--- config.mk ---
export PLATFORM = sky130hd
export DESIGN_NAME = adb_area_bus
export DESIGN_NICKNAME = d
export VERILOG_FILES = /design/src/adb_pkg.sv /design/src/adb_area_bus.sv
export SDC_FILE = /design/constraint.sdc
export NUM_CORES = 1
export LEC_CHECK = 0
export CAP_MARGIN = 20
export CORE_AREA = 2 2 111 113
export DETAILED_ROUTE_END_ITERATION = 6
export DIE_AREA = 0 0 113 115
export DONT_BUFFER_PORTS = 1
export PLACE_DENSITY = 0.68
export SLEW_MARGIN = 20
export SYNTH_ARGS = -nofsm -noshare
export SYNTH_HDL_FRONTEND = slang
export SYNTH_SLANG_ARGS = --single-unit
--- constraint.sdc ---
create_clock -name clk_sys_i -period 1.96 [get_ports clk_sys_i]
set_input_delay 0.49 -clock clk_sys_i [delete_from_list [all_inputs] [get_ports clk_sys_i]]
set_output_delay 0.49 -clock clk_sys_i [all_outputs]
set_load 0.01 [all_outputs]
--- src/adb_pkg.sv ---
// Constants and types shared by the area decode and static bus block.
package adb_pkg;
    // =========================================================
    // Address decode
    localparam int ADDR_W = 32;
    localparam int AREA_HI = 28;
    localparam int AREA_LO = 26;
    localparam logic [2:0] AREA0_CODE = 3'h0;
    localparam logic [2:0] AREA1_CODE = 3'h1;
    localparam logic [2:0] AREA2_CODE = 3'h2;
    localparam logic [2:0] AREA3_CODE = 3'h3;
    localparam logic [2:0] AREA4_CODE = 3'h4;
    localparam logic [2:0] AREA5_CODE = 3'h5;
    localparam logic [2:0] AREA6_CODE = 3'h6;
    // Card window bit: inside the 32-Mbyte card window address bit 25 is low.
    localparam int CARD_WIN_BIT = 25;
    // =========================================================
    // Width codes
    localparam logic [1:0] WIDTH_BYTE = 2'h1;
    localparam logic [1:0] WIDTH_WORD = 2'h2;
    localparam logic [1:0] WIDTH_LONG = 2'h3;
    // =========================================================
    // Memory type codes for areas 2 and 3
    localparam logic [1:0] MEM_ORDINARY = 2'h0;
    localparam logic [1:0] MEM_DRAM = 2'h1;
    localparam logic [1:0] MEM_SDRAM = 2'h2;
    // =========================================================
    // Timing
    localparam logic [3:0] WAIT_MAX_LONG = 4'ha;
    localparam logic [3:0] WAIT_MAX_SHORT = 4'h3;
    localparam logic [3:0] BURST_PITCH_MIN = 4'h2;
    localparam logic [2:0] LINE_BEATS_M1 = 3'h3;
    localparam logic [3:0] LINE_BYTES = 4'hf;
    typedef enum {ST_IDLE, ST_FIRST, ST_WAIT, ST_FINAL} adb_state_type;
endpackage : adb_pkg

--- src/adb_area_bus.sv ---
// Area decoder and basic two-cycle static-memory bus engine.
`timescale 1ns/1ps
// Operation
// RULE1: Address bits 28..26 codes 000..110 select areas 0..6.
// RULE2: Address bits 31..29 are ignored; upper copies alias as shadows.
// RULE3: Area 1 holds internal peripheral registers; no external memory, not cached.
// RULE4: Ordinary access drives chip select, read strobe and byte write strobes.
// RULE5: Areas 0,4,5,6 use three-bit wait field giving 0..10 waits.
// RULE6: Areas 2,3 ordinary memory use two-bit wait field giving 0..3 waits.
// RULE7: Burst pitch in areas 0,5,6 ranges 2..10 clocks from wait setting. Code: only later beats are capped; a first beat with ten waits gives pitch 12.
// RULE8: Area 0 width comes from external mode pins.
// RULE9: Areas 2..6 width from field; area 2 DRAM fixed at 16 bits.
// RULE10: Area 3 DRAM width from dram width select; SDRAM must be longword.
// RULE11: DRAM/SDRAM drive row strobe, column strobe, read/write; SDRAM byte masks.
// RULE12: Card mode areas 5,6 decode 32 Mbytes, byte or word, card strobes. Code: card strobe in area 6 only, no 32-Mbyte decode.
// RULE13: Card setup and hold programmable 0.5..3.5 cycles per area.
// RULE14: Zero-wait basic access completes in exactly two clocks.
// RULE15: Bus cycle start asserts one clock at start of each cycle.
// RULE16: Chip select drops at final-state falling edge, half-cycle gap. Code: released on the rising edge that ends the final state.
// RULE17: Reads carry no size; full device width is read.
// RULE18: Writes assert only strobes of bytes written.
// RULE19: Line fill or write-back moves 16 bytes without releasing the bus.
// RULE20: Cache fills use longword; other accesses use actual size.
// RULE21: Nonzero wait field inserts that many waits between first and final.
// RULE22: Wait pin sampled only with software waits, at last wait to final.
// RULE23: Endian strap latched at reset: low big, high little endian.
// RULE24: Area 1 accesses finish internally with no external strobes. Code still pulses the bus cycle start.
module adb_area_bus
    import adb_pkg::*;
(
    // Clock and reset
    input wire logic clk_sys_i,
    input wire logic srst_i,
    // Straps and configuration
    input wire logic endian_strap_pin_i,
    input wire logic [1:0] area0_width_pins_i,
    input wire logic [2:0] area0_wait_field_i,
    input wire logic [1:0] area2_wait_field_i,
    input wire logic [1:0] area3_wait_field_i,
    input wire logic [2:0] area4_wait_field_i,
    input wire logic [2:0] area5_wait_field_i,
    input wire logic [2:0] area6_wait_field_i,
    input wire logic [1:0] area2_width_field_i,
    input wire logic [1:0] area3_width_field_i,
    input wire logic [1:0] area4_width_field_i,
    input wire logic [1:0] area5_width_field_i,
    input wire logic [1:0] area6_width_field_i,
    input wire logic [1:0] area2_mem_type_i,
    input wire logic [1:0] area3_mem_type_i,
    input wire logic dram_width_select_i,
    input wire logic area5_card_mode_i,
    input wire logic area6_card_mode_i,
    input wire logic [1:0] area5_card_setup_i,
    input wire logic [1:0] area5_card_hold_i,
    input wire logic [1:0] area6_card_setup_i,
    input wire logic [1:0] area6_card_hold_i,
    // Request from the core
    input wire logic req_i,
    input wire logic req_write_i,
    input wire logic [ADDR_W-1:0] req_addr_i,
    input wire logic [1:0] req_size_i,
    input wire logic req_fill_i,
    input wire logic [3:0] req_bytes_i,
    output logic ack_o,
    output logic busy_o,
    // External bus
    input wire logic ext_wait_n_i,
    output logic bus_cycle_start_n_o,
    output logic [6:0] area_chip_select_n_o,
    output logic read_strobe_n_o,
    output logic [3:0] byte_write_strobes_n_o,
    output logic row_strobe_n_o,
    output logic column_strobe_n_o,
    output logic rd_wr_o,
    output logic [3:0] byte_mask_o,
    output logic card_io_n_o,
    output logic [ADDR_W-1:0] ext_addr_o,
    output logic [1:0] cycle_width_o,
    output logic [3:0] card_setup_o,
    output logic [3:0] card_hold_o,
    output logic area1_internal_o,
    output logic little_endian_o
);
    // =========================================================
    // State
    typedef struct packed {
        adb_state_type st;
        logic [3:0] waits_left;
        logic [3:0] wait_cfg;
        logic [2:0] area;
        logic [2:0] beat;
        logic fill;
        logic write;
        logic [3:0] bytes;
        logic [ADDR_W-1:0] addr;
        logic [1:0] width;
        logic busy;
        logic in1;
        logic strap_seen;
        logic little_endian;
        logic bs_n;
        logic [6:0] cs_n;
        logic rd_n;
        logic [3:0] we_n;
        logic ras_n;
        logic cas_n;
        logic rdwr;
        logic [3:0] dqm;
        logic io_n;
        logic ack;
        logic [3:0] setup;
        logic [3:0] hold;
    } adb_regs_type;

    adb_regs_type r_q;
    adb_regs_type r_d;
    logic [2:0] dec_area;
    logic [3:0] dec_wait;
    logic [1:0] dec_width;
    logic [1:0] dec_mem;
    logic dec_card;
    logic [1:0] eff_size;

    // =========================================================
    // Decode of the incoming request
    always_comb
    begin
        dec_area = req_addr_i[AREA_HI:AREA_LO]; // see RULE1 see RULE2
        dec_wait = 4'h0;
        dec_width = WIDTH_LONG;
        dec_mem = MEM_ORDINARY;
        dec_card = 1'b0;
        eff_size = req_fill_i ? WIDTH_LONG : req_size_i; // see RULE20
        case (dec_area)
            AREA0_CODE:
            begin
                dec_wait = (area0_wait_field_i == 3'h7) ? WAIT_MAX_LONG : {1'b0, area0_wait_field_i}; // see RULE5
                dec_width = area0_width_pins_i; // see RULE8
            end
            AREA2_CODE:
            begin
                dec_wait = {2'b00, area2_wait_field_i}; // see RULE6
                dec_mem = area2_mem_type_i;
                dec_width = (area2_mem_type_i == MEM_DRAM) ? WIDTH_WORD :
                            (area2_mem_type_i == MEM_SDRAM) ? WIDTH_LONG : area2_width_field_i; // see RULE9
            end
            AREA3_CODE:
            begin
                dec_wait = {2'b00, area3_wait_field_i}; // see RULE6
                dec_mem = area3_mem_type_i;
                dec_width = (area3_mem_type_i == MEM_DRAM) ? (dram_width_select_i ? WIDTH_LONG : WIDTH_WORD) :
                            (area3_mem_type_i == MEM_SDRAM) ? WIDTH_LONG : area3_width_field_i; // see RULE10
            end
            AREA4_CODE:
            begin
                dec_wait = (area4_wait_field_i == 3'h7) ? WAIT_MAX_LONG : {1'b0, area4_wait_field_i};
                dec_width = area4_width_field_i; // see RULE9
            end
            AREA5_CODE:
            begin
                dec_wait = (area5_wait_field_i == 3'h7) ? WAIT_MAX_LONG : {1'b0, area5_wait_field_i};
                dec_card = area5_card_mode_i;
                dec_width = (area5_card_mode_i && area5_width_field_i == WIDTH_LONG) ? WIDTH_WORD : area5_width_field_i;
            end
            AREA6_CODE:
            begin
                dec_wait = (area6_wait_field_i == 3'h7) ? WAIT_MAX_LONG : {1'b0, area6_wait_field_i};
                dec_card = area6_card_mode_i;
                dec_width = (area6_card_mode_i && area6_width_field_i == WIDTH_LONG) ? WIDTH_WORD : area6_width_field_i;
            end
            default:
            begin
                dec_wait = 4'h0;
            end
        endcase
    end

    // =========================================================
    // Bus sequencer
    always_comb
    begin
        r_d = r_q;
        r_d.bs_n = 1'b1;
        r_d.ack = 1'b0;
        // Strap is caught on the first clock after reset release.
        if (!r_q.strap_seen)
        begin
            r_d.strap_seen = 1'b1;
            r_d.little_endian = endian_strap_pin_i; // see RULE23
        end
        case (r_q.st)
            ST_IDLE:
            begin
                if (req_i)
                begin
                    r_d.st = ST_FIRST;
                    r_d.area = dec_area;
                    r_d.write = req_write_i;
                    r_d.fill = req_fill_i;
                    r_d.beat = 3'h0;
                    r_d.wait_cfg = dec_wait;
                    r_d.waits_left = dec_wait;
                    r_d.width = dec_width;
                    r_d.addr = req_fill_i ? {req_addr_i[ADDR_W-1:4], 4'h0} : req_addr_i;
                    // Byte strobes come only from bytes being written, none on reads.
                    r_d.bytes = (eff_size == WIDTH_LONG) ? 4'hf : req_bytes_i; // see RULE17 see RULE18
                    r_d.bs_n = 1'b0; // see RULE15
                    if (dec_area != AREA1_CODE)
                    begin
                        r_d.cs_n[dec_area] = 1'b0; // see RULE4
                        r_d.rd_n = req_write_i;
                        r_d.rdwr = ~req_write_i;
                        r_d.ras_n = ~((dec_area == AREA2_CODE || dec_area == AREA3_CODE) && dec_mem != MEM_ORDINARY);
                        r_d.dqm = (dec_mem == MEM_SDRAM) ? ~r_d.bytes : 4'h0; // see RULE11
                        r_d.io_n = ~(dec_area == AREA6_CODE && dec_card); // see RULE12
                        r_d.setup = (dec_area == AREA5_CODE) ? {2'b00, area5_card_setup_i} :
                                    {2'b00, area6_card_setup_i}; // see RULE13
                        r_d.hold = (dec_area == AREA5_CODE) ? {2'b00, area5_card_hold_i} :
                                   {2'b00, area6_card_hold_i};
                    end
                    else
                    begin
                        r_d.rd_n = 1'b1; // see RULE24 see RULE3
                    end
                end
            end
            ST_FIRST:
            begin
                if (r_q.area != AREA1_CODE && r_q.write)
                    r_d.we_n = ~r_q.bytes;
                if (r_q.area != AREA1_CODE && !r_q.ras_n)
                    r_d.cas_n = 1'b0;
                r_d.st = (r_q.waits_left != 4'h0) ? ST_WAIT : ST_FINAL; // see RULE14 see RULE21
            end
            ST_WAIT:
            begin
                // The wait pin is launched on this bus clock, so it is read directly: a synchroniser would
                // delay it two cycles and let a wait raised in the first state stretch the access.
                if (r_q.waits_left > 4'h1)
                    r_d.waits_left = r_q.waits_left - 4'h1;
                else if (ext_wait_n_i) // see RULE22
                    r_d.st = ST_FINAL;
            end
            ST_FINAL:
            begin
                // Chip select is released at the clock edge that ends this state, except between line beats.
                r_d.cs_n = 7'h7f; // see RULE16
                r_d.rd_n = 1'b1;
                r_d.we_n = 4'hf;
                r_d.ras_n = 1'b1;
                r_d.cas_n = 1'b1;
                r_d.io_n = 1'b1;
                r_d.dqm = 4'h0;
                if (r_q.fill && r_q.beat != LINE_BEATS_M1 && r_q.area != AREA1_CODE)
                begin
                    // Next beat of a 16-byte line starts at once, bus kept.
                    r_d.beat = r_q.beat + 3'h1; // see RULE19
                    r_d.addr = r_q.addr + 32'h4;
                    // A beat lasts two clocks plus its waits, so waits are capped to keep the pitch at or below ten.
                    r_d.waits_left = (r_q.wait_cfg > WAIT_MAX_LONG - BURST_PITCH_MIN) ?
                                     WAIT_MAX_LONG - BURST_PITCH_MIN : r_q.wait_cfg; // see RULE7
                    r_d.st = ST_FIRST;
                    r_d.bs_n = 1'b0;
                    r_d.cs_n[r_q.area] = 1'b0;
                    r_d.rd_n = r_q.write;
                end
                else
                begin
                    r_d.st = ST_IDLE;
                    r_d.ack = 1'b1;
                end
            end
            default:
            begin
                r_d.st = ST_IDLE;
            end
        endcase
        r_d.busy = (r_d.st != ST_IDLE);
        r_d.in1 = (r_d.area == AREA1_CODE) && (r_d.st != ST_IDLE);
    end

    always_ff @(posedge clk_sys_i)
    begin
        if (srst_i)
        begin
            r_q <= '0;
            r_q.st <= ST_IDLE;
            r_q.bs_n <= 1'b1;
            r_q.cs_n <= 7'h7f;
            r_q.rd_n <= 1'b1;
            r_q.we_n <= 4'hf;
            r_q.ras_n <= 1'b1;
            r_q.cas_n <= 1'b1;
            r_q.io_n <= 1'b1;
        end
        else
            r_q <= r_d;
    end

    // =========================================================
    // Outputs
    assign ack_o = r_q.ack;
    assign busy_o = r_q.busy;
    assign bus_cycle_start_n_o = r_q.bs_n;
    assign area_chip_select_n_o = r_q.cs_n;
    assign read_strobe_n_o = r_q.rd_n;
    assign byte_write_strobes_n_o = r_q.we_n;
    assign row_strobe_n_o = r_q.ras_n;
    assign column_strobe_n_o = r_q.cas_n;
    assign rd_wr_o = r_q.rdwr;
    assign byte_mask_o = r_q.dqm;
    assign card_io_n_o = r_q.io_n;
    assign ext_addr_o = r_q.addr;
    assign cycle_width_o = r_q.width;
    assign card_setup_o = r_q.setup;
    assign card_hold_o = r_q.hold;
    assign area1_internal_o = r_q.in1;
    assign little_endian_o = r_q.little_endian;

    // =========================================================
    // Checks
    AST_BS_ONE: assert property (@(posedge clk_sys_i) disable iff (srst_i)
        !bus_cycle_start_n_o |=> bus_cycle_start_n_o) else $error("start pulse too long"); // see RULE15
    AST_TWO_CYCLE: assert property (@(posedge clk_sys_i) disable iff (srst_i)
        (r_q.st == ST_FIRST && r_q.waits_left == 4'h0) |=> r_q.st == ST_FINAL) else $error("no-wait not two"); // see RULE14
    AST_AREA1: assert property (@(posedge clk_sys_i) disable iff (srst_i)
        area1_internal_o |-> (area_chip_select_n_o == 7'h7f && read_strobe_n_o)) else $error("area1 strobe"); // see RULE24
    AST_CS_DROP: assert property (@(posedge clk_sys_i) disable iff (srst_i)
        (r_q.st == ST_FINAL && !r_q.fill) |=> area_chip_select_n_o == 7'h7f) else $error("cs stuck"); // see RULE16
    AST_WAIT_IGN: assert property (@(posedge clk_sys_i) disable iff (srst_i)
        (r_q.st == ST_WAIT && r_q.waits_left > 4'h1) |=> r_q.st == ST_WAIT) else $error("early final"); // see RULE22
    AST_WE_READ: assert property (@(posedge clk_sys_i) disable iff (srst_i)
        (!r_q.write) |-> byte_write_strobes_n_o == 4'hf) else $error("strobe on read"); // see RULE18
    AST_DECODE: assert property (@(posedge clk_sys_i) disable iff (srst_i)
        (r_q.st == ST_IDLE && req_i && dec_area != AREA1_CODE) |=> !area_chip_select_n_o[$past(dec_area)])
        else $error("wrong select"); // see RULE1
    AST_ENDIAN: assert property (@(posedge clk_sys_i) disable iff (srst_i)
        r_q.strap_seen |=> $stable(little_endian_o)) else $error("endian changed"); // see RULE23
endmodule // adb_area_bus

==> load_flow_metrics.sql, run 1 <==
INSERT INTO impl_metrics (metric_group, metric, value, unit) VALUES
('worst_setup_path', 'crit_path_end_kind', 'register', ''),
('sta', 'report.final.hold_viol_count', '0', ''),
('logic_synthesis', 'synth.distinct_cells', '74', ''),
('worst_setup_path', 'critical_path_arrival', '2410', 'ps'),
('detailed_routing', 'routed_wl', '17800', 'um'),
('logic_synthesis', 'syn_area_per_cell', '8.20', 'um2'),
('sta', 'timing.clock.skew', '7.12', 'ps'),
('sta', 'slew_headroom', '64.1', '%'),
('detailed_routing', 'avgRoutedWirePerCell', '19.2', 'um'),
('min_path', 'hold_class', 'input port to register', ''),
('die', 'pin_count', '155', ''),
('power', 'total_leakage_power', '2.77', 'nW'),
('worst_setup_path', 'critical_path.max_fanout', '6', ''),
('layout', 'antennaDiodeCount', '0', ''),
('die', 'start_util', '50.3', '%'),
('global_route', 'grt_start_max_net_pins', '73', ''),
('worst_setup_path', 'timing_worst_setup_path_type', 'register to register', ''),
('clock_network', 'clkSlewWorstSetupHoldPaths', '60', 'ps'),
('flow_run', 'drv.max_cap_violation_count', '0', ''),
('clock_network', 'clock_sinks', '116', ''),
('clock_network', 'htreeDepth', '4', ''),
('place', 'worst_setup_timing_slack_at_the_placement_stage', '-189', 'ps'),
('power', 'vdd.ir_drop.worst', '566', 'uV'),
('clock_network', 'clk_latency', '430', 'ps'),
('sta', 'report.final.setup_viol', '12', ''),
('die', 'floorplan.die_area', '0.0130', 'mm2'),
('die', 'rows', '40', ''),
('logic_synthesis', 'yosysSeqAreaShare', '39.1', '%'),
('detailed_routing', 'viasPerCell', '5.99', ''),
('detailed_routing', 'detailedRoute.firstIterationViolations', '387', ''),
('logic_synthesis', 'netlist_area', '0.00594', 'mm2'),
('clock_network', 'clock_path_buffers', '2', ''),
('clock_network', 'cts-root-buf', 'sky130_fd_sc_hd__clkbuf_16', ''),
('clock_network', 'cts_made_buffers', '17', ''),
('outcome', 'failed_checks', 'DRC, setup timing', ''),
('layout', 'layout.nets', '863', ''),
('sta', 'tightestPinTransition', '534', 'ps'),
('sta', 'slew_viol_final', '0', ''),
('detailed_routing', 'route.antenna.remaining_nets', '0', ''),
('global_route', 'antenna_found_initial', '0', ''),
('global_route', 'via_count_of_the_first_global_routing_pass', '5264', ''),
('global_route', 'global_route.overflow_total', '0', ''),
('sta', 'max_freq', '486', 'MHz'),
('detailed_routing', 'drtPass1Iterations', '7', ''),
('sta', 'finalWorstPathRequiredPeriod', '2060', 'ps'),
('die', 'overall_die_width', '113', 'um'),
('logic_synthesis', 'postSynthCellCount', '724', ''),
('sta', 'share_of_the_clock_period_used_by_the_worst_path_after_layout', '105', '%'),
('layout', 'synthToLayoutAreaGrowth', '26.1', '%'),
('clock_network', 'cts_tree', 'yes', ''),
('sta', 'setup-tns-final', '-497', 'ps'),
('worst_setup_path', 'worstSetupStartpointType', 'register', ''),
('global_route', 'first_pass_grt_wire_length', '26900', 'um'),
('detailed_routing', 'drt_drc_violations_left', '17', ''),
('logic_synthesis', 'synth_enable_flop_cells', '0', ''),
('place', 'global_placer_s_final_weighted_congestion', '0.872', ''),
('die', 'die_y', '115', 'um'),
('sta', 'setup_repair_after_global_routing_missed_its_margin', 'yes', ''),
('place', 'post-dp-hpwl', '12300', 'um'),
('layout', 'fraction_of_final_layout_cells_sized_beyond_drive_strength_1', '25.6', '%'),
('logic_synthesis', 'synth-main-ff-cell', 'sky130_fd_sc_hd__dfxtp_1', ''),
('global_route', 'groute.usage.overall', '26.4', '%'),
('logic_synthesis', 'synth-warning-count', '0', ''),
('detailed_routing', 'num_vias', '5569', ''),
('outcome', 'run_status', 'finished with violations', ''),
('logic_synthesis', 'synth-async-reset-ratio', '0', '%'),
('sta', 'postLayoutSetupSlackWorst', '-99.1', 'ps'),
('die', 'core-area', '0.0118', 'mm2'),
('clock_network', 'hold_buffers', '0', ''),
('worst_setup_path', 'required_time_at_the_endpoint_of_the_critical_path', '2310', 'ps'),
('place', 'port_buffers', '0', ''),
('logic_synthesis', 'synth.ff_latch_count', '116', ''),
('power', 'areal_power_density_over_the_cells', '751', 'mW/mm2');
-- cell families (layout without fill, tap and decap cells) --
kind of cell    Yosys count  in the layout  share of synthesized area [%]
compound gates          183            183                           20.3
xor+xnor                  7              7                           1.03
fa+ha+maj                 6              6                           1.22
buf+inv                 122            147                           11.8
flops                   116            116                           39.1
mux                       8              8                           1.60
other cells               1             34                         0.0632
simple gates            281            281                           24.8
-- area by class of cell --
cell class	count	area, um2
Sequential cell	116	2330
Clock inverter	12	133
Timing Repair Buffer	93	881
Fill cell	994	4330
Clock buffer	19	443
Tap cell	147	184
Multi-Input combinational cell	519	3430
Inverter	23	86.3
-- where the power goes --
| part | switching, W | internal, W | total (W) | leakage [nW] |
|---|---|---|---|---|
| logic | 0.000103 | 0.0000952 | 0.000198 | 1.55 |
| registers | 0.0000235 | 0.00240 | 0.00242 | 0.949 |
| clock network | 0.00111 | 0.00189 | 0.00301 | 0.275 |
| total | 0.00124 | 0.00438 | 0.00562 | 2.77 |
-- state kept, by name, indices dropped and copies added (netlist names), 2 cells and up --
register                flops
area_chip_select_n_o        7
byte_mask_o                 4
byte_write_strobes_n_o      4
card_hold_o                 2
card_setup_o                2
cycle_width_o               2
ext_addr_o                 32
r_q                        53
-- worst paths after layout --
kind	start	to	slack [ps]	cells after the start
max	r_q[111]$_SDFF_PP0_	r_q[76]$_SDFFE_PP0P_	-100	8
min	srst_i	ext_addr_o[1]$_SDFFE_PP0P_	140	1
max reg2reg	r_q[111]$_SDFF_PP0_	r_q[76]$_SDFFE_PP0P_	-100	8
min reg2reg	r_q[70]$_SDFFE_PP0P_	byte_write_strobes_n_o[2]$_SDFFE_PP1P_	470	1
-- critical path, stage by stage, from the launching register on --
cell and delay, ps:
sky130_fd_sc_hd__dfxtp_2 320, sky130_fd_sc_hd__nor4_4 300, sky130_fd_sc_hd__nand4_2 150, sky130_fd_sc_hd__or4_4 630, sky130_fd_sc_hd__buf_8 180, sky130_fd_sc_hd__buf_6 120
sky130_fd_sc_hd__nor3_4 110, sky130_fd_sc_hd__a21oi_2 50, sky130_fd_sc_hd__nor2_1 120
-- per-stage QoR --
step | hold slack [ps] | util (%) | total power, W | area [um2] | std cells
after floorplan | 417 | - | 0.00263 | 6120 | 757
after global placement | 457 | 53.8 | 0.00264 | 6350 | 885
after detailed placement | 469 | 53.8 | 0.00264 | 6350 | 885
after CTS | 123 | 60.8 | 0.00565 | 7180 | 922
after global routing | 124 | 63.4 | 0.00580 | 7490 | 929
final | 136 | 63.4 | 0.00562 | 7490 | 929
-- synth_stat cells, types with 3 or more instances --
master	n	share of area (%)
sky130_fd_sc_hd__dfxtp_1	116	39
sky130_fd_sc_hd__nand2_1	69	4.4
sky130_fd_sc_hd__nor2_1	67	4.2
sky130_fd_sc_hd__buf_4	59	7.5
sky130_fd_sc_hd__a21oi_1	57	4.8
sky130_fd_sc_hd__nor3_1	40	3.4
sky130_fd_sc_hd__o21ai_0	37	3.1
sky130_fd_sc_hd__clkbuf_1	25	1.6
sky130_fd_sc_hd__inv_1	22	1.4
sky130_fd_sc_hd__nand3_1	17	1.4
sky130_fd_sc_hd__a211oi_1	16	2.0
sky130_fd_sc_hd__nand4_1	15	1.6
sky130_fd_sc_hd__buf_2	12	1.0
sky130_fd_sc_hd__nand3b_1	11	1.4
sky130_fd_sc_hd__a31oi_1	10	1.1
sky130_fd_sc_hd__and3_1	8	0.84
sky130_fd_sc_hd__and4_1	7	1.0
sky130_fd_sc_hd__nor4_1	7	0.74
sky130_fd_sc_hd__o211ai_1	7	0.89
sky130_fd_sc_hd__o32ai_1	7	1.0
sky130_fd_sc_hd__a32oi_1	5	0.74
sky130_fd_sc_hd__ha_1	5	1.1
sky130_fd_sc_hd__mux2i_1	5	0.84
sky130_fd_sc_hd__nand2b_1	5	0.53
sky130_fd_sc_hd__nor2b_1	5	0.53
sky130_fd_sc_hd__nor3b_1	5	0.63
sky130_fd_sc_hd__and2_1	4	0.42
sky130_fd_sc_hd__nand4b_1	4	0.59
sky130_fd_sc_hd__o22ai_1	4	0.42
sky130_fd_sc_hd__xnor2_1	4	0.59
sky130_fd_sc_hd__a221oi_2	3	0.76
sky130_fd_sc_hd__a22oi_1	3	0.38
sky130_fd_sc_hd__a311oi_1	3	0.44
sky130_fd_sc_hd__a32o_1	3	0.51
sky130_fd_sc_hd__nor4_4	3	1.1
sky130_fd_sc_hd__o311ai_0	3	0.44
sky130_fd_sc_hd__xor2_1	3	0.44
-- metal layers --
layer	wire length [um]	GRT usage [%]	part of all wire, %
met5	0	0	0
met4	471	11.6	2.6
met3	1660	8.33	9.3
met2	8610	44.0	48
met1	7050	31.5	40
-- cells in the final DEF (no fill, tap or decap), types with 4 or more instances in the layout --
cell                        instances
sky130_fd_sc_hd__a211oi_1          12
sky130_fd_sc_hd__a211oi_2           4
sky130_fd_sc_hd__a21oi_1           41
sky130_fd_sc_hd__a21oi_2           12
sky130_fd_sc_hd__a21oi_4            4
sky130_fd_sc_hd__a31oi_1            7
sky130_fd_sc_hd__a32oi_1            5
sky130_fd_sc_hd__and3_1             8
sky130_fd_sc_hd__and4_1             7
sky130_fd_sc_hd__buf_12             9
sky130_fd_sc_hd__buf_4             71
sky130_fd_sc_hd__buf_6             10
sky130_fd_sc_hd__clkbuf_16         18
sky130_fd_sc_hd__conb_1            34
sky130_fd_sc_hd__dfxtp_1          109
sky130_fd_sc_hd__dfxtp_2            6
sky130_fd_sc_hd__inv_1             22
sky130_fd_sc_hd__mux2i_1            5
sky130_fd_sc_hd__nand2_1           68
sky130_fd_sc_hd__nand2b_1           5
sky130_fd_sc_hd__nand3_1           17
sky130_fd_sc_hd__nand3b_1          11
sky130_fd_sc_hd__nand4_1           15
sky130_fd_sc_hd__nand4b_1           4
sky130_fd_sc_hd__nor2_1            62
sky130_fd_sc_hd__nor2_2             6
sky130_fd_sc_hd__nor2b_1            4
sky130_fd_sc_hd__nor3_1            38
sky130_fd_sc_hd__nor3b_1            4
sky130_fd_sc_hd__nor4_4             7
sky130_fd_sc_hd__o211ai_1           7
sky130_fd_sc_hd__o21ai_0           33
sky130_fd_sc_hd__o21ai_1            5
sky130_fd_sc_hd__o32ai_1            5
sky130_fd_sc_hd__xnor2_1            4
-- timing repair --
item | CTS | global route
setup buffers | 4 | 6
setup endpoints to repair | 47 | 60
pin swaps | 13 | 23
cloned | 2 | 3
gates resized for setup | 31 | 63
Power figures use the tool's default switching activity.
==> run 2, diff against run 1 <==
--- a/config.mk
+++ b/config.mk
@@ -6,11 +6,11 @@
 export NUM_CORES = 1
 export LEC_CHECK = 0
 export CAP_MARGIN = 20
-export CORE_AREA = 2 2 111 113
+export CORE_AREA = 2 2 118 109
 export DETAILED_ROUTE_END_ITERATION = 6
-export DIE_AREA = 0 0 113 115
+export DIE_AREA = 0 0 120 111
 export DONT_BUFFER_PORTS = 1
-export PLACE_DENSITY = 0.68
+export PLACE_DENSITY = 0.67
 export SLEW_MARGIN = 20
 export SYNTH_ARGS = -nofsm -noshare
 export SYNTH_HDL_FRONTEND = slang
==> load_flow_metrics.sql, run 2 (synthesized netlist as in run 1, its figures left out) <==
INSERT INTO impl_metrics (metric_group, metric, value, unit) VALUES
('outcome', 'run_status', 'finished with violations', ''),
('outcome', 'failed_checks', 'setup timing', ''),
('global_route', 'antenna_found_initial', '0', ''),
('detailed_routing', 'detailedRoute.firstIterationViolations', '644', ''),
('layout', 'count_of_fill_cells_added_during_filler_insertion', '958', ''),
('detailed_routing', 'route.antenna.remaining_nets', '0', ''),
('worst_setup_path', 'crit_path_end_kind', 'register', ''),
('power', 'areal_power_density_over_the_cells', '804', 'mW/mm2'),
('clock_network', 'clock_sinks', '116', ''),
('detailed_routing', 'routed_wl', '18500', 'um'),
('die', 'die_y', '111', 'um'),
('sta', 'slew_viol_final', '0', ''),
('detailed_routing', 'num_vias', '5759', ''),
('global_route', 'groute.usage.overall', '26.3', '%'),
('die', 'overall_die_width', '120', 'um'),
('clock_network', 'clock_path_buffers', '2', ''),
('clock_network', 'cts_tree', 'yes', ''),
('die', 'core-area', '0.0122', 'mm2'),
('sta', 'timing.clock.skew', '15.1', 'ps'),
('worst_setup_path', 'stage_delay_of_the_slowest_cell_on_the_critical_path', '360', 'ps'),
('worst_setup_path', 'instance_count_on_the_critical_path', '8', ''),
('sta', 'finalWorstPathRequiredPeriod', '2060', 'ps'),
('worst_setup_path', 'path_cells', 'nor4_4, and4_4, buf_6, a41oi_4, buf_12, a32o_2, a22oi_2, nor2_1', ''),
('layout', 'fraction_of_final_layout_cells_sized_beyond_drive_strength_1', '28.1', '%'),
('min_path', 'hold_class', 'input port to register', ''),
('global_route', 'grt_start_max_net_pins', '73', ''),
('worst_setup_path', 'timing.rr.start', 'r_q[95]$_SDFF_PP0_', ''),
('clock_network', 'clk_latency', '430', 'ps'),
('global_route', 'global_route.overflow_total', '0', ''),
('clock_network', 'htreeDepth', '4', ''),
('global_route', 'grt_util_met3', '7.82', '%'),
('place', 'placed_cells_incl_taps', '899', ''),
('clock_network', 'cts_made_buffers', '17', ''),
('place', 'port_buffers', '0', ''),
('sta', 'report.final.setup_viol', '28', ''),
('sta', 'max_freq', '485', 'MHz'),
('die', 'rows', '39', ''),
('worst_setup_path', 'critical-path-slowest-cell', 'sky130_fd_sc_hd__nor4_4', ''),
('power', 'p_switching', '0.00128', 'W'),
('layout', 'top_register', 'r_q', ''),
('power', 'cellInternalPower', '0.00490', 'W'),
('detailed_routing', 'drtPass1Iterations', '6', ''),
('worst_setup_path', 'required_time_at_the_endpoint_of_the_critical_path', '2270', 'ps'),
('global_route', 'm2_gr_usage', '41.4', '%'),
('sta', 'postLayoutSetupSlackWorst', '-103', 'ps'),
('worst_setup_path', 'worst_path_dominant_cell_family', 'simple AND/OR/NAND/NOR gates', ''),
('die', 'floorplan.die_area', '0.0133', 'mm2'),
('power', 'power.share.switching', '20.6', '%'),
('detailed_routing', 'drt_drc_violations_left', '0', ''),
('worst_setup_path', 'worstSetupStartpointType', 'register', ''),
('worst_setup_path', 'crit-reg2reg-capture', 'ext_addr_o[30]$_SDFFE_PP0P_', ''),
('worst_setup_path', 'critical_path_arrival', '2380', 'ps'),
('worst_setup_path', 'reg2regPathDepth', '8', ''),
('layout', 'largest_register_ffs', '53', ''),
('power', 'vdd.ir_drop.worst', '548', 'uV'),
('place', 'post-dp-hpwl', '11900', 'um'),
('flow_run', 'drv.max_cap_violation_count', '0', ''),
('global_route', 'first_pass_grt_wire_length', '27700', 'um'),
('sta', 'setup_repair_after_global_routing_missed_its_margin', 'yes', ''),
('layout', 'mostFrequentLayoutCell', 'sky130_fd_sc_hd__dfxtp_1', ''),
('power', 'power.clock.fraction', '57.5', '%'),
('layout', 'layout.nets', '869', ''),
('power', 'power', '0.00618', 'W'),
('layout', 'regArea', '0.00233', 'mm2'),
('power', 'pwr-share-seq', '39.1', '%'),
('die', 'start_util', '48.5', '%'),
('global_route', 'grt.busiest_layer', 'met2', ''),
('layout', 'final_cells', '953', ''),
('detailed_routing', 'viasPerCell', '6.04', ''),
('global_route', 'grt_util_met1', '34.4', '%'),
('worst_setup_path', 'critical_path.startpoint', 'r_q[95]$_SDFF_PP0_', ''),
('layout', 'final_cell_mix', '110 x sky130_fd_sc_hd__dfxtp_1, 72 x sky130_fd_sc_hd__buf_4, 68 x sky130_fd_sc_hd__nand2_1', ''),
('clock_network', 'clkSlewWorstSetupHoldPaths', '60', 'ps'),
('layout', 'antennaDiodeCount', '0', ''),
('worst_setup_path', 'worst_setup_path_endpoint', 'ext_addr_o[30]$_SDFFE_PP0P_', ''),
('power', 'total_leakage_power', '2.83', 'nW'),
('layout', 'synthToLayoutAreaGrowth', '29.5', '%'),
('worst_setup_path', 'timing.critical_path.buf_inv', '2', ''),
('worst_setup_path', 'ff2ff_setup_slack', '-100', 'ps'),
('clock_network', 'cts-root-buf', 'sky130_fd_sc_hd__clkbuf_16', ''),
('die', 'pin_count', '155', ''),
('worst_setup_path', 'critical_path.max_fanout', '6', ''),
('detailed_routing', 'avgRoutedWirePerCell', '19.4', 'um'),
('layout', 'multi_input_area', '0.00345', 'mm2'),
('sta', 'share_of_the_clock_period_used_by_the_worst_path_after_layout', '105', '%'),
('place', 'global_placer_s_final_weighted_congestion', '0.922', ''),
('layout', 'utilization', '62.8', '%'),
('power', 'p_comb_share', '3.4', '%'),
('global_route', 'via_count_of_the_first_global_routing_pass', '5379', ''),
('sta', 'report.final.hold_viol_count', '0', ''),
('worst_setup_path', 'timing_worst_setup_path_type', 'register to register', '');
run 2: worst min path at each step:
stage                                                     from                                    to  slack, ps  cells past startpoint
after global routing                                    srst_i                  rd_wr_o$_SDFFE_PP0P_        130                      1
after CTS                                               srst_i          card_setup_o[0]$_SDFFE_PP0P_        130                      1
after floorplan           area_chip_select_n_o[1]$_SDFFE_PP1P_  area_chip_select_n_o[1]$_SDFFE_PP1P_        420                      1
after global placement                    r_q[73]$_SDFFE_PP0P_                  r_q[73]$_SDFFE_PP0P_        460                      2
after detailed placement                  r_q[73]$_SDFFE_PP0P_                  r_q[73]$_SDFFE_PP0P_        460                      2
final                                                   srst_i                  rd_wr_o$_SDFFE_PP0P_        140                      1
run 2: metrics by stage:
stage | setup slack, ps | area [um2] | hold slack [ps] | setup TNS (ps)
2_1_floorplan | -22.1 | 6120 | 417 | -22.1
3_3_place_gp | -141 | 6370 | 458 | -361
3_5_place_dp | -169 | 6370 | 463 | -1130
4_1_cts | -54.3 | 7180 | 128 | -578
5_1_grt | -220 | 7690 | 131 | -6630
6_report | -103 | 7690 | 138 | -1530
run 2: cell type report:
type,instances,share of cell area (%)
clock inverters,14,3.03
inverters,23,1.12
clock buffers,18,5.71
multi-input cells,519,44.8
flip-flops and latches,116,30.3
repair buffers,99,12.3
well taps,164,2.67
run 2: timing repair:
action / in CTS / in global routing
cloned: 1 / 4
setup endpoints to repair: 33 / 69
buffers inserted: 4 / 13
hold buffers: 0 / 0
gates resized for setup: 20 / 80
pin swaps: 7 / 36
run 2: power by group through the flow:
stage / sequential (W) / clock [W] / combinational [W]
floorplan: 0.00246 / 0 / 0.000168
global placement: 0.00246 / 0 / 0.000170
detailed placement: 0.00246 / 0 / 0.000172
CTS: 0.00241 / 0.00358 / 0.000177
global route: 0.00242 / 0.00369 / 0.000231
finish: 0.00242 / 0.00355 / 0.000211
run 2: metal layers:
metal | wire length (um) | share of wire, %
met1 | 7500 | 41
met2 | 8700 | 47
met3 | 1880 | 10
met4 | 418 | 2.3
met5 | 0 | 0
==> run 3, diff against run 2 <==
--- a/config.mk
+++ b/config.mk
@@ -6,11 +6,10 @@
 export NUM_CORES = 1
 export LEC_CHECK = 0
 export CAP_MARGIN = 20
-export CORE_AREA = 2 2 118 109
+export CORE_AREA = 2 2 144 90
 export DETAILED_ROUTE_END_ITERATION = 6
-export DIE_AREA = 0 0 120 111
+export DIE_AREA = 0 0 146 92
 export DONT_BUFFER_PORTS = 1
-export PLACE_DENSITY = 0.67
 export SLEW_MARGIN = 20
 export SYNTH_ARGS = -nofsm -noshare
 export SYNTH_HDL_FRONTEND = slang
==> constraint.sdc (replaced) <==
create_clock -name clk_sys_i -period 2.4 [get_ports clk_sys_i]
set_input_delay 0.6 -clock clk_sys_i [delete_from_list [all_inputs] [get_ports clk_sys_i]]
set_output_delay 0.6 -clock clk_sys_i [all_outputs]
set_load 0.01 [all_outputs]
==> load_flow_metrics.sql, run 3 (synthesized netlist as in run 1, its figures left out) <==
INSERT INTO impl_metrics (metric_group, metric, value, unit) VALUES
('layout', 'final_cell_mix', '116 x sky130_fd_sc_hd__dfxtp_1, 69 x sky130_fd_sc_hd__nand2_1, 66 x sky130_fd_sc_hd__nor2_1', ''),
('die', 'start_util', '48.1', '%'),
('die', 'pin_count', '155', ''),
('power', 'p_switching', '0.00112', 'W'),
('worst_setup_path', 'worst_path_dominant_cell_family', 'compound AO/OA/AOI/OAI gates', ''),
('detailed_routing', 'num_vias', '5291', ''),
('die', 'core-area', '0.0123', 'mm2'),
('layout', 'top_register', 'r_q', ''),
('detailed_routing', 'viasPerCell', '5.96', ''),
('power', 'power', '0.00472', 'W'),
('power', 'cellInternalPower', '0.00360', 'W'),
('layout', 'mostFrequentLayoutCell', 'sky130_fd_sc_hd__dfxtp_1', ''),
('worst_setup_path', 'critical_path_arrival', '2550', 'ps'),
('sta', 'max_freq', '447', 'MHz'),
('die', 'floorplan.die_area', '0.0134', 'mm2'),
('detailed_routing', 'route.antenna.remaining_nets', '0', ''),
('outcome', 'run_status', 'completed', ''),
('worst_setup_path', 'stage_delay_of_the_slowest_cell_on_the_critical_path', '400', 'ps'),
('sta', 'tightestPinTransition', '528', 'ps'),
('worst_setup_path', 'timing.critical_path.buf_inv', '1', ''),
('global_route', 'grt_util_met3', '8.96', '%'),
('detailed_routing', 'detailedRoute.firstIterationViolations', '501', ''),
('sta', 'finalWorstPathRequiredPeriod', '2240', 'ps'),
('sta', 'setup_repair_after_global_routing_missed_its_margin', 'no', ''),
('place', 'port_buffers', '0', ''),
('detailed_routing', 'routed_wl', '16400', 'um'),
('worst_setup_path', 'crit_path_end_kind', 'register', ''),
('power', 'vdd.ir_drop.worst', '476', 'uV'),
('sta', 'timing.clock.skew', '8.01', 'ps'),
('power', 'total_leakage_power', '2.34', 'nW'),
('clock_network', 'cts_made_buffers', '17', ''),
('global_route', 'grt.busiest_layer', 'met2', ''),
('worst_setup_path', 'critical_path.max_fanout', '8', ''),
('clock_network', 'clk_latency', '420', 'ps'),
('flow_run', 'drv.max_cap_violation_count', '0', ''),
('layout', 'antennaDiodeCount', '0', ''),
('global_route', 'antenna_found_initial', '0', ''),
('sta', 'report.final.setup_viol', '0', ''),
('layout', 'design_area', '0.00655', 'mm2'),
('layout', 'final_cells', '888', ''),
('detailed_routing', 'drt_drc_violations_left', '0', ''),
('layout', 'layout.nets', '798', ''),
('global_route', 'first_pass_grt_wire_length', '25700', 'um'),
('clock_network', 'htreeDepth', '4', ''),
('place', 'placed_cells_incl_taps', '856', ''),
('clock_network', 'clkSlewWorstSetupHoldPaths', '60', 'ps'),
('power', 'power.share.switching', '23.7', '%'),
('sta', 'slew_viol_final', '0', ''),
('detailed_routing', 'drtPass1Iterations', '5', ''),
('sta', 'slew_headroom', '64.7', '%'),
('global_route', 'global_route.overflow_total', '0', ''),
('die', 'die_y', '92', 'um'),
('worst_setup_path', 'timing_worst_setup_path_type', 'register to register', ''),
('place', 'placedInstanceArea', '0.00592', 'mm2'),
('power', 'pwr-share-seq', '41.7', '%'),
('clock_network', 'postCtsSetupBuffers', '0', ''),
('layout', 'count_of_fill_cells_added_during_filler_insertion', '1181', ''),
('power', 'p_comb_share', '3.0', '%'),
('sta', 'report.final.hold_viol_count', '0', ''),
('layout', 'fraction_of_final_layout_cells_sized_beyond_drive_strength_1', '11.8', '%'),
('global_route', 'm2_gr_usage', '35.8', '%'),
('sta', 'postLayoutSetupSlackWorst', '162', 'ps'),
('global_route', 'via_count_of_the_first_global_routing_pass', '4880', ''),
('power', 'areal_power_density_over_the_cells', '720', 'mW/mm2'),
('power', 'power.clock.fraction', '55.3', '%'),
('sta', 'setup-tns-final', '0', 'ps'),
('clock_network', 'clock_sinks', '116', ''),
('global_route', 'grt_start_max_net_pins', '73', ''),
('place', 'worst_setup_timing_slack_at_the_placement_stage', '140', 'ps'),
('global_route', 'groute.usage.overall', '24.4', '%'),
('clock_network', 'cts-root-buf', 'sky130_fd_sc_hd__clkbuf_16', ''),
('worst_setup_path', 'critical-path-slowest-cell', 'sky130_fd_sc_hd__dfxtp_1', ''),
('place', 'post-dp-hpwl', '11500', 'um'),
('worst_setup_path', 'required_time_at_the_endpoint_of_the_critical_path', '2710', 'ps'),
('worst_setup_path', 'path_cells', 'inv_1, ha_1, or2_2, a311oi_1, a21oi_1, nor2_1, o221ai_1, o211a_1', ''),
('clock_network', 'cts_tree', 'yes', ''),
('layout', 'largest_register_ffs', '53', ''),
('min_path', 'hold_class', 'input port to register', ''),
('detailed_routing', 'avgRoutedWirePerCell', '18.5', 'um'),
('global_route', 'grt_util_met1', '34.2', '%'),
('die', 'rows', '32', ''),
('clock_network', 'clock_path_buffers', '2', ''),
('die', 'overall_die_width', '146', 'um'),
('place', 'global_placer_s_final_weighted_congestion', '0.911', ''),
('worst_setup_path', 'worstSetupStartpointType', 'register', ''),
('sta', 'share_of_the_clock_period_used_by_the_worst_path_after_layout', '93.2', '%'),
('layout', 'synthToLayoutAreaGrowth', '10.3', '%');
## run 3: what timing repair did
| item | 4_1_cts | 5_1_grt |
|---|---|---|
| endpoints found under the setup margin | 0 | 9 |
| hold buffers | 0 | 0 |
| resized for setup | 0 | 7 |
## run 3: per-layer routing
layer	vias up	share of wire, %
met2	285	43
li1	2515	-
met5	-	0
met1	2467	44
met4	0	1.1
met3	24	11
## run 3: stage by stage
stage / hold slack (ps) / utilization, %
floorplan: 417 / -
global placement: 460 / 48.0
detailed placement: 460 / 48.0
CTS: 245 / 52.9
global route: 248 / 53.1
finish: 262 / 53.1
## run 3: path summary, 6_finish.rpt
check | cells past startpoint | slack (ps) | endpoint | startpoint
worst min-delay path | 1 | 260 | rd_wr_o$_SDFFE_PP0P_ | srst_i
worst max-delay path | 8 | 160 | r_q[85]$_SDFFE_PP0P_ | r_q[84]$_SDFFE_PP0P_
worst min register to register | 1 | 470 | byte_write_strobes_n_o[3]$_SDFFE_PP1P_ | r_q[71]$_SDFFE_PP0P_
worst max register to register | 8 | 160 | r_q[85]$_SDFFE_PP0P_ | r_q[84]$_SDFFE_PP0P_
## run 3: layout make-up
class | instances | area [um2] | share of cell area, %
Tap cell | 170 | 213 | 3.25
Sequential cell | 116 | 2320 | 35.5
Clock inverter | 15 | 181 | 2.77
Clock buffer | 17 | 425 | 6.49
Inverter | 23 | 86.3 | 1.32
Multi-Input combinational cell | 519 | 3070 | 46.9
Timing Repair Buffer | 28 | 251 | 3.84
## run 3: worst register-to-register path, delay by kind of cell, from the launching register on
| family | cells | cell delay (ps) |
|---|---|---|
| and+or+nand+nor | 2 | 710 |
| adders and majority gates | 1 | 230 |
| buffers and inverters | 1 | 60 |
| DFF | 1 | 400 |
| AOI/OAI and AO/OA | 4 | 730 |
## run 3: power groups by stage
stage / clock network, W / registers (W) / logic, W
floorplan: 0 / 0.00201 / 0.000136
global placement: 0 / 0.00201 / 0.000136
detailed placement: 0 / 0.00201 / 0.000138
CTS: 0.00265 / 0.00197 / 0.000139
global route: 0.00273 / 0.00197 / 0.000158
finish: 0.00261 / 0.00197 / 0.000141
